### config.mk
export PLATFORM = sky130hd
export DESIGN_NAME = mvic_ctrl
export DESIGN_NICKNAME = d
export VERILOG_FILES = /design/src/mvic_pkg.sv /design/src/mvic_ctrl.sv /design/src/mvic_arbiter.sv
export SDC_FILE = /design/constraint.sdc
export NUM_CORES = 1
export LEC_CHECK = 0
export ABC_CLOCK_PERIOD_IN_PS = 11500
export BUFFER_PORTS_ARGS = -buffer_cell sky130_fd_sc_hd__buf_4
export CORE_MARGIN = 2
export CORE_UTILIZATION = 40
export DETAILED_ROUTE_END_ITERATION = 12
export PLACE_DENSITY = 0.74
export SLEW_MARGIN = 40
export SYNTH_ARGS = -nofsm -noshare
export SYNTH_HDL_FRONTEND = slang
export SYNTH_SLANG_ARGS = --single-unit
### constraint.sdc
create_clock -name clk -period 11.5 [get_ports clk]
set_input_delay 2.3 -clock clk [delete_from_list [all_inputs] [get_ports clk]]
set_output_delay 2.3 -clock clk [all_outputs]
set_load 0.05 [all_outputs]
### src/mvic_pkg.sv
// shared constants and types for the vectored interrupt controller
package mvic_pkg;

    // source and vector counts
    localparam int MVIC_NUM_SRC = 44;
    localparam int MVIC_NUM_VEC = 10;
    localparam int MVIC_IDX_W = 4;
    localparam int MVIC_ADDR_W = 20;

    // three service levels plus idle, ordered by code value
    typedef enum logic [1:0] {
        MVIC_LVL_NONE = 2'b00,
        MVIC_LVL_LOW = 2'b01,
        MVIC_LVL_HIGH = 2'b10,
        MVIC_LVL_TOP = 2'b11
    } mvic_level_t;

    // in-service mask bit positions, one per level
    localparam int MVIC_INS_LOW = 0;
    localparam int MVIC_INS_HIGH = 1;
    localparam int MVIC_INS_TOP = 2;
    localparam logic [2:0] MVIC_INS_RESET = 3'h0;

    // vectors below this index choose top or low, the rest high or low
    localparam logic [MVIC_IDX_W-1:0] MVIC_FIRST_SHARED = 4'h2;
    localparam logic [MVIC_IDX_W-1:0] MVIC_IDX_RESET = 4'h0;
    localparam logic [MVIC_ADDR_W-1:0] MVIC_ADDR_RESET = 20'h00000;

    // vector entry addresses, lowest address first
    localparam logic [MVIC_ADDR_W-1:0] MVIC_VEC_ADDR [MVIC_NUM_VEC] = '{
        20'h00003, 20'h0000b, 20'h00013, 20'h0001b, 20'h00023,
        20'h0002b, 20'h00033, 20'h0003b, 20'h00043, 20'h0004b
    };

    // member sources of each vector, as bit masks over the source bus
    localparam logic [MVIC_NUM_SRC-1:0] MVIC_SRC_MASK [MVIC_NUM_VEC] = '{
        44'h000_0000_0001, 44'h000_0000_0002, 44'h000_0000_00fc,
        44'h000_0000_0700, 44'h000_0000_f800, 44'h000_00ff_0000,
        44'h000_0300_0000, 44'h000_7c00_0000, 44'h03f_8000_0000,
        44'hfc0_0000_0000
    };

    // level of a vector from its one select bit
    function automatic mvic_level_t mvic_vec_level(input int idx, input logic sel);
        if (idx < int'(MVIC_FIRST_SHARED))
            return sel ? MVIC_LVL_TOP : MVIC_LVL_LOW;
        return sel ? MVIC_LVL_HIGH : MVIC_LVL_LOW;
    endfunction : mvic_vec_level

    // highest level still marked in service
    function automatic mvic_level_t mvic_top_of(input logic [2:0] ins);
        if (ins[MVIC_INS_TOP])
            return MVIC_LVL_TOP;
        if (ins[MVIC_INS_HIGH])
            return MVIC_LVL_HIGH;
        if (ins[MVIC_INS_LOW])
            return MVIC_LVL_LOW;
        return MVIC_LVL_NONE;
    endfunction : mvic_top_of

endpackage : mvic_pkg

### src/mvic_ctrl.sv
// three-level vectored interrupt controller, top module
// source bus order (bit: source)
//  0 ext_irq_zero | 1 ext_irq_one
//  2 ext_irq_two 3 timer0_low_event 4 ext_irq_four 5 usb_host_port_a bus
//    6 usb_host_port_b bus 7 remote receive
//  8 ext_irq_three 9 ext_irq_five 10 base timer
//  11 timer0_high_event 12 ext_irq_six 13..15 usb_host_port_a conn/disc/resume
//  16 timer1_low_event 17 timer1_high_event 18 ext_irq_seven
//    19 audio_iface start 20 single_master_i2c_unit 21..23 usb_host_port_b
//  24 sync_serial_first 25 full_duplex_uart receive done
//  26 async_sync_serial 27 sync_serial_crc 28 uart empty 29 uart done
//    30 audio_iface end
//  31 adc 32 timer_six_event 33 timer_seven_event 34..37 usb ack/nak/err/stall
//  38 port 0 39 pwm_channel_a 40 pwm_channel_b 41 timer_four_event
//    42 timer_five_event 43 usb_host_frame_start
`timescale 1ns/1ps
module mvic_ctrl
    import mvic_pkg::*;
(
    input wire logic clk,
    input wire logic rstn,
    input wire logic [MVIC_NUM_SRC-1:0] src_flag,
    input wire logic [MVIC_NUM_SRC-1:0] src_enable,
    input wire logic [MVIC_NUM_VEC-1:0] vec_level_sel,
    input wire logic irq_ack,
    input wire logic irq_return,
    output logic irq_req,
    output logic [MVIC_IDX_W-1:0] irq_vec_idx,
    output logic [MVIC_ADDR_W-1:0] irq_vector,
    output mvic_level_t irq_level,
    output mvic_level_t serve_level
);

    logic [MVIC_NUM_VEC-1:0] vec_pend;
    logic [2:0] ins_q;
    logic [2:0] ins_d;
    mvic_level_t cur_d;
    logic take;
    logic win_valid;
    logic [MVIC_IDX_W-1:0] win_idx;
    mvic_level_t win_lvl;
    logic req_q;
    logic [MVIC_IDX_W-1:0] idx_q;
    logic [MVIC_ADDR_W-1:0] addr_q;
    mvic_level_t lvl_q;
    mvic_level_t serve_q;

    // vector pending is the or of its enabled member flags
    always_comb
    begin
        for (int v = 0; v < MVIC_NUM_VEC; v++)
            vec_pend[v] = |(src_flag & src_enable & MVIC_SRC_MASK[v]);
    end

    // core takes the presented vector only while it is offered
    assign take = irq_ack && req_q;

    // nesting mask: return drops the top bit, acceptance sets its level
    always_comb
    begin
        ins_d = ins_q;
        if (irq_return)
        begin
            unique case (mvic_top_of(ins_q))
                MVIC_LVL_TOP: ins_d[MVIC_INS_TOP] = 1'b0;
                MVIC_LVL_HIGH: ins_d[MVIC_INS_HIGH] = 1'b0;
                MVIC_LVL_LOW: ins_d[MVIC_INS_LOW] = 1'b0;
                MVIC_LVL_NONE: ins_d = ins_q;
            endcase
        end
        if (take)
        begin
            unique case (lvl_q)
                MVIC_LVL_TOP: ins_d[MVIC_INS_TOP] = 1'b1;
                MVIC_LVL_HIGH: ins_d[MVIC_INS_HIGH] = 1'b1;
                MVIC_LVL_LOW: ins_d[MVIC_INS_LOW] = 1'b1;
                MVIC_LVL_NONE: ins_d[MVIC_INS_LOW] = ins_d[MVIC_INS_LOW];
            endcase
        end
        cur_d = mvic_top_of(ins_d);
    end

    // arbitration against the level that holds after this edge
    mvic_arbiter u_arb (
        .pend(vec_pend),
        .lvl_sel(vec_level_sel),
        .cur_lvl(cur_d),
        .win_valid(win_valid),
        .win_idx(win_idx),
        .win_lvl(win_lvl)
    );

    // in-service state
    always_ff @(posedge clk or negedge rstn)
    begin
        if (!rstn)
        begin
            ins_q <= MVIC_INS_RESET;
            serve_q <= MVIC_LVL_NONE;
        end
        else
        begin
            ins_q <= ins_d;
            serve_q <= cur_d;
        end
    end

    // offered vector, refreshed each cycle
    always_ff @(posedge clk or negedge rstn)
    begin
        if (!rstn)
        begin
            req_q <= 1'b0;
            idx_q <= MVIC_IDX_RESET;
            addr_q <= MVIC_ADDR_RESET;
            lvl_q <= MVIC_LVL_NONE;
        end
        else
        begin
            req_q <= win_valid;
            idx_q <= win_idx;
            addr_q <= MVIC_VEC_ADDR[win_idx];
            lvl_q <= win_lvl;
        end
    end

    assign irq_req = req_q;
    assign irq_vec_idx = idx_q;
    assign irq_vector = addr_q;
    assign irq_level = lvl_q;
    assign serve_level = serve_q;

    // independent check: some pending vector would beat the chosen one
    logic beats_w;
    always_comb
    begin
        mvic_level_t lv;
        lv = MVIC_LVL_NONE;
        beats_w = 1'b0;
        for (int v = 0; v < MVIC_NUM_VEC; v++)
        begin
            lv = mvic_vec_level(v, vec_level_sel[v]);
            if (vec_pend[v] && lv > cur_d && (lv > win_lvl ||
                (lv == win_lvl && MVIC_IDX_W'(v) < win_idx)))
                beats_w = 1'b1;
        end
    end
endmodule : mvic_ctrl

### src/mvic_arbiter.sv
// combinational winner pick among pending vectors
`timescale 1ns/1ps
module mvic_arbiter
    import mvic_pkg::*;
(
    input wire logic [MVIC_NUM_VEC-1:0] pend,
    input wire logic [MVIC_NUM_VEC-1:0] lvl_sel,
    input wire mvic_level_t cur_lvl,
    output logic win_valid,
    output logic [MVIC_IDX_W-1:0] win_idx,
    output mvic_level_t win_lvl
);

    // strictly greater keeps the lowest index on a tie
    always_comb
    begin
        mvic_level_t lv;
        lv = MVIC_LVL_NONE;
        win_valid = 1'b0;
        win_idx = MVIC_IDX_RESET;
        win_lvl = MVIC_LVL_NONE;
        for (int v = 0; v < MVIC_NUM_VEC; v++)
        begin
            lv = mvic_vec_level(v, lvl_sel[v]);
            if (pend[v] && lv > cur_lvl && lv > win_lvl)
            begin
                win_valid = 1'b1;
                win_idx = MVIC_IDX_W'(v);
                win_lvl = lv;
            end
        end
    end

endmodule : mvic_arbiter

==> impl.org <==
** Route
- Post-DR wirelength/cell :: 14.8 um
- For this run, design rule violations remaining after detail routing come to 0.
- For this block, the initial DRC count from the detailed router was 116.
- In this run the remaining antenna-violating nets after routing total 0.
- Routed via count :: 2678
- The first TritonRoute pass finished after 4 iterations.
- Average via count per standard cell :: 5.51
- Sum of routed wire length over all layers :: 7200 um

** Worst setup path
- Startpoint of the most critical setup path :: irq_ack
- Critical path's most frequent cell :: sky130_fd_sc_hd__ha_4
- Biggest cell delay along the critical path :: 0.33 ns
- Reg2Reg Depth :: 58
- Critical path capture point type :: register
- The most critical setup path has its endpoint at irq_req.
- By startpoint and endpoint, the worst setup path is classified as in -> reg.
- Origin of the critical flop-to-flop path :: irq_level[1]
- STA classifies the critical path startpoint as an input port.
- Arr. time, crit path :: 11.69 ns
- The slowest stage of the critical path belongs to the cell sky130_fd_sc_hd__a221o_1.
- Data on the critical path is required at its endpoint by 11.60 ns.
- Capturing point of the worst reg2reg path :: irq_req
- Crit path max fanout :: 6
- For flop-to-flop paths, the worst setup slack is 1.59 ns.

** Timing
- Count of endpoints failing hold in the final timing report :: 0
- The final number of max-transition violations came to 0.
- The routed design could run at a clock period as short as 11.59 ns.
- Smallest setup slack after layout :: -0.0902 ns
- Between clock sinks in the finished design, the worst skew comes to 0.00157 ns.
- Setup repair after global routing could not meet its margin everywhere.
- Final Setup Violations :: 6
- Setup total negative slack :: -0.323 ns
- Maximum achievable frequency :: 86.3 MHz
- Worst Max-Slew Pin Slew :: 0.698 ns
- Hold timing on the final database bottoms out at a slack of 0.608 ns.
- Dividing the final minimum period by the clock period gives 1.01.
- Worst max-slew margin expressed relative to the limit :: 0.530

** Pwr
- Power per unit of standard cell area :: 267 nW/um^2
- In this run the static leakage power is 1.82 nW.
- Worst ir drop on vdd :: 0.141 mV

** Placed design
- Port buffer count :: 116
- Placed inst area :: 3060 um^2
- DPL Wire Length :: 4770 um
- Routability-driven placement finished with a final weighted congestion of 0.858.
- At the placement stage, the worst setup path has a slack of -0.459 ns.
- Number of placed cells counting well taps :: 442

** Synthesis
- Post-synthesis sequential area ratio :: 0.193
- Synthesis produced a netlist whose cell count is 247.
- After synthesis, the largest family of logic cells by area is compound AO/OA/AOI/OAI gates.
- The portion of synthesized area spent on multiplexers is 0.00515.
- Async set-reset flop share out of synthesis :: 1.00
- Area fraction in compound gates after synthesis :: 0.343
- In this run, synthesis produced a sequential element count of 15.
- Of the total synthesized cell area, the portion taken by AND, OR, NAND and NOR gates is 0.227.
- For this run, the number of Yosys warnings is 0.
- Number of distinct standard cells referenced by the synthesized netlist :: 52
- EDFF count, synth :: 0
- Of the total synthesized cell area, the portion taken by full adders, half adders and majority gates is 0.128.
- Summing every instance area after synthesis gives 1940 um^2.
- Fraction of synthesized cell area in xor and xnor cells :: 0.00451
- Synthesized area divided by synthesized cell count :: 7.86 um^2
- Most common flop cell mapped by yosys :: sky130_fd_sc_hd__dfrtp_1

** Floorplanning
- Site row count :: 25
- The floorplan step defined a core boundary enclosing 4690 um^2.
- 131 I/O pins were placed.
- Width of the die :: 73.7 um
- The floorplan step defined a die boundary enclosing 5430 um^2.
- Vert. Die Dim :: 73.7 um
- For this configuration, the core starts out at a cell density of 0.414.

** Finish
- Antenna Diode Count :: 0
- Layout Area Growth over Synthesis :: 87.0%
- The net count of the finished layout is 554.
- Of the cells placed in the final design, the portion with a size suffix greater than 1 is 0.565.
- Final non-filler cell total :: 486
- Final Cell Area :: 3630 um^2

** Clocking
- TritonCTS built the clock tree.
- Level count of the clock H-tree :: 1
- Clk root buf :: sky130_fd_sc_hd__clkbuf_8
- After clock tree synthesis, the flow added hold-fix buffers numbering 0.
- Number of sinks driven by the clock tree :: 15
- Max Root-Sink Buffers :: 2
- TritonCTS created 3 clock buffers.
- Clk_lat worst skew :: 0.24 ns
- Clock slew at reported path FFs :: 0.05 ns

** Min path
- The worst hold path belongs to the class reg -> reg.

** Status
- Run status :: finished, violations left
- The checks that failed: setup timing.

** Global route
- Global routing finished with a remaining overflow of 0.
- Largest net degree at the start of global routing :: 16
- Antenna violations before repair :: 0
- Global-route wire length before repair :: 10400 um
- Vias in the first global route :: 2554
- In the global route stage, overall resource usage came out at 0.237.

** Flow run
- Across the run, the number of max-cap violations was 0.
## stage by stage
stage,total power (W),utilization
detailed placement,0.000683,0.653
global route,0.00104,0.774
floorplan,0.000478,-
finish,0.000968,0.774
CTS,0.000810,0.716
global placement,0.000670,0.653
## worst max-delay path: cells and delay by family
family	cells	cell delay (ns)
buf+inv	4	0.38
fa+ha+maj	9	2.38
simple gates	23	2.99
compound gates	23	3.66
## cell type report
| type | instances | area [um^2] |
|---|---|---|
| Multi-Input combinational cell | 213 | 1680 |
| Timing Repair Buffer | 188 | 1420 |
| Fill cell | 332 | 1060 |
| Sequential cell | 15 | 375 |
| Tap cell | 54 | 67.6 |
| Clock buffer | 4 | 45.0 |
| Inverter | 12 | 45.0 |
## Yosys cell counts, types with 2 or more instances
master | number | area share
sky130_fd_sc_hd__nor2b_1 | 4 | 0.013
sky130_fd_sc_hd__o2111ai_1 | 2 | 0.0090
sky130_fd_sc_hd__nand3_1 | 11 | 0.028
sky130_fd_sc_hd__inv_1 | 12 | 0.023
sky130_fd_sc_hd__nand4_1 | 2 | 0.0064
sky130_fd_sc_hd__buf_2 | 2 | 0.0052
sky130_fd_sc_hd__a22oi_1 | 15 | 0.058
sky130_fd_sc_hd__o21a_1 | 4 | 0.015
sky130_fd_sc_hd__nand2b_1 | 4 | 0.013
sky130_fd_sc_hd__nand2_1 | 23 | 0.044
sky130_fd_sc_hd__o31ai_1 | 2 | 0.0077
sky130_fd_sc_hd__a21oi_1 | 14 | 0.036
sky130_fd_sc_hd__o21ai_0 | 15 | 0.039
sky130_fd_sc_hd__nor3_1 | 2 | 0.0052
sky130_fd_sc_hd__o22ai_1 | 4 | 0.013
sky130_fd_sc_hd__dfrtp_1 | 15 | 0.19
sky130_fd_sc_hd__ha_1 | 19 | 0.12
sky130_fd_sc_hd__a31oi_1 | 10 | 0.032
sky130_fd_sc_hd__a221oi_1 | 2 | 0.0090
sky130_fd_sc_hd__o211a_1 | 2 | 0.010
sky130_fd_sc_hd__and2_1 | 5 | 0.016
sky130_fd_sc_hd__a222oi_1 | 4 | 0.021
sky130_fd_sc_hd__conb_1 | 2 | 0.0039
sky130_fd_sc_hd__and4_1 | 2 | 0.0090
sky130_fd_sc_hd__buf_4 | 17 | 0.066
sky130_fd_sc_hd__nor2_1 | 21 | 0.041
sky130_fd_sc_hd__o211ai_1 | 5 | 0.019
sky130_fd_sc_hd__or2_2 | 3 | 0.0097
## repair_timing
item	CTS	global route
setup buffers	28	13
pin swaps	25	50
resized for setup	9	36
setup endpoints to repair	9	9
## power by group
| part | internal [W] | leakage (nW) | switching [W] |
|---|---|---|---|
| Clock | 0.0000244 | 0.0228 | 0.0000154 |
| Sequential | 0.0000768 | 0.182 | 0.0000147 |
| Combinational | 0.000405 | 1.62 | 0.000431 |
## how the worst min path moves through the flow
stage,to,cells after the start,slack (ns),from
floorplan,ins_q[0],2,0.54,ins_q[0]
global placement,ins_q[0],2,0.58,ins_q[0]
detailed placement,ins_q[0],2,0.61,ins_q[0]
CTS,ins_q[0],2,0.62,ins_q[0]
global route,ins_q[0],2,0.66,ins_q[0]
finish,ins_q[0],2,0.61,ins_q[0]
## state kept, by name, summed over array words and instances (netlist names)
register / cells
irq_req: 1
irq_vector: 4
irq_vec_idx: 3
irq_level: 2
ins_q: 3
serve_level: 2
## layout by cell type, fill, tap and decap left out, types with 5 or more instances in the layout
cell                       netlist  layout
sky130_fd_sc_hd__a21oi_1        14      10
sky130_fd_sc_hd__a22oi_1        15      14
sky130_fd_sc_hd__a31oi_1        10       6
sky130_fd_sc_hd__buf_4          17     187
sky130_fd_sc_hd__conb_1          2      15
sky130_fd_sc_hd__dfrtp_1        15      15
sky130_fd_sc_hd__ha_1           19      13
sky130_fd_sc_hd__ha_4            0       5
sky130_fd_sc_hd__inv_1          12      10
sky130_fd_sc_hd__nand2_1        23      19
sky130_fd_sc_hd__nand3_1        11       9
sky130_fd_sc_hd__nor2_1         21      14
sky130_fd_sc_hd__o211ai_1        5       5
sky130_fd_sc_hd__o21ai_0        15      10
## layer usage
metal	part of all wire	wire [um]	vias up	global-route usage
li1	-	-	1287	-
met1	0.36	2600	1250	0.262
met2	0.55	3930	111	0.453
met3	0.049	354	30	0.0274
met4	0.044	317	0	0.0909
met5	0	0	-	0
## logic make-up after synthesis
| kind of cell | Yosys count |
|---|---|
| simple gates | 86 |
| xor+xnor | 1 |
| other cells | 2 |
| compound gates | 90 |
| mux | 1 |
| fa+ha+maj | 20 |
| buf+inv | 32 |
| flops | 15 |
Note: power is estimated with default switching activity, not from simulation.
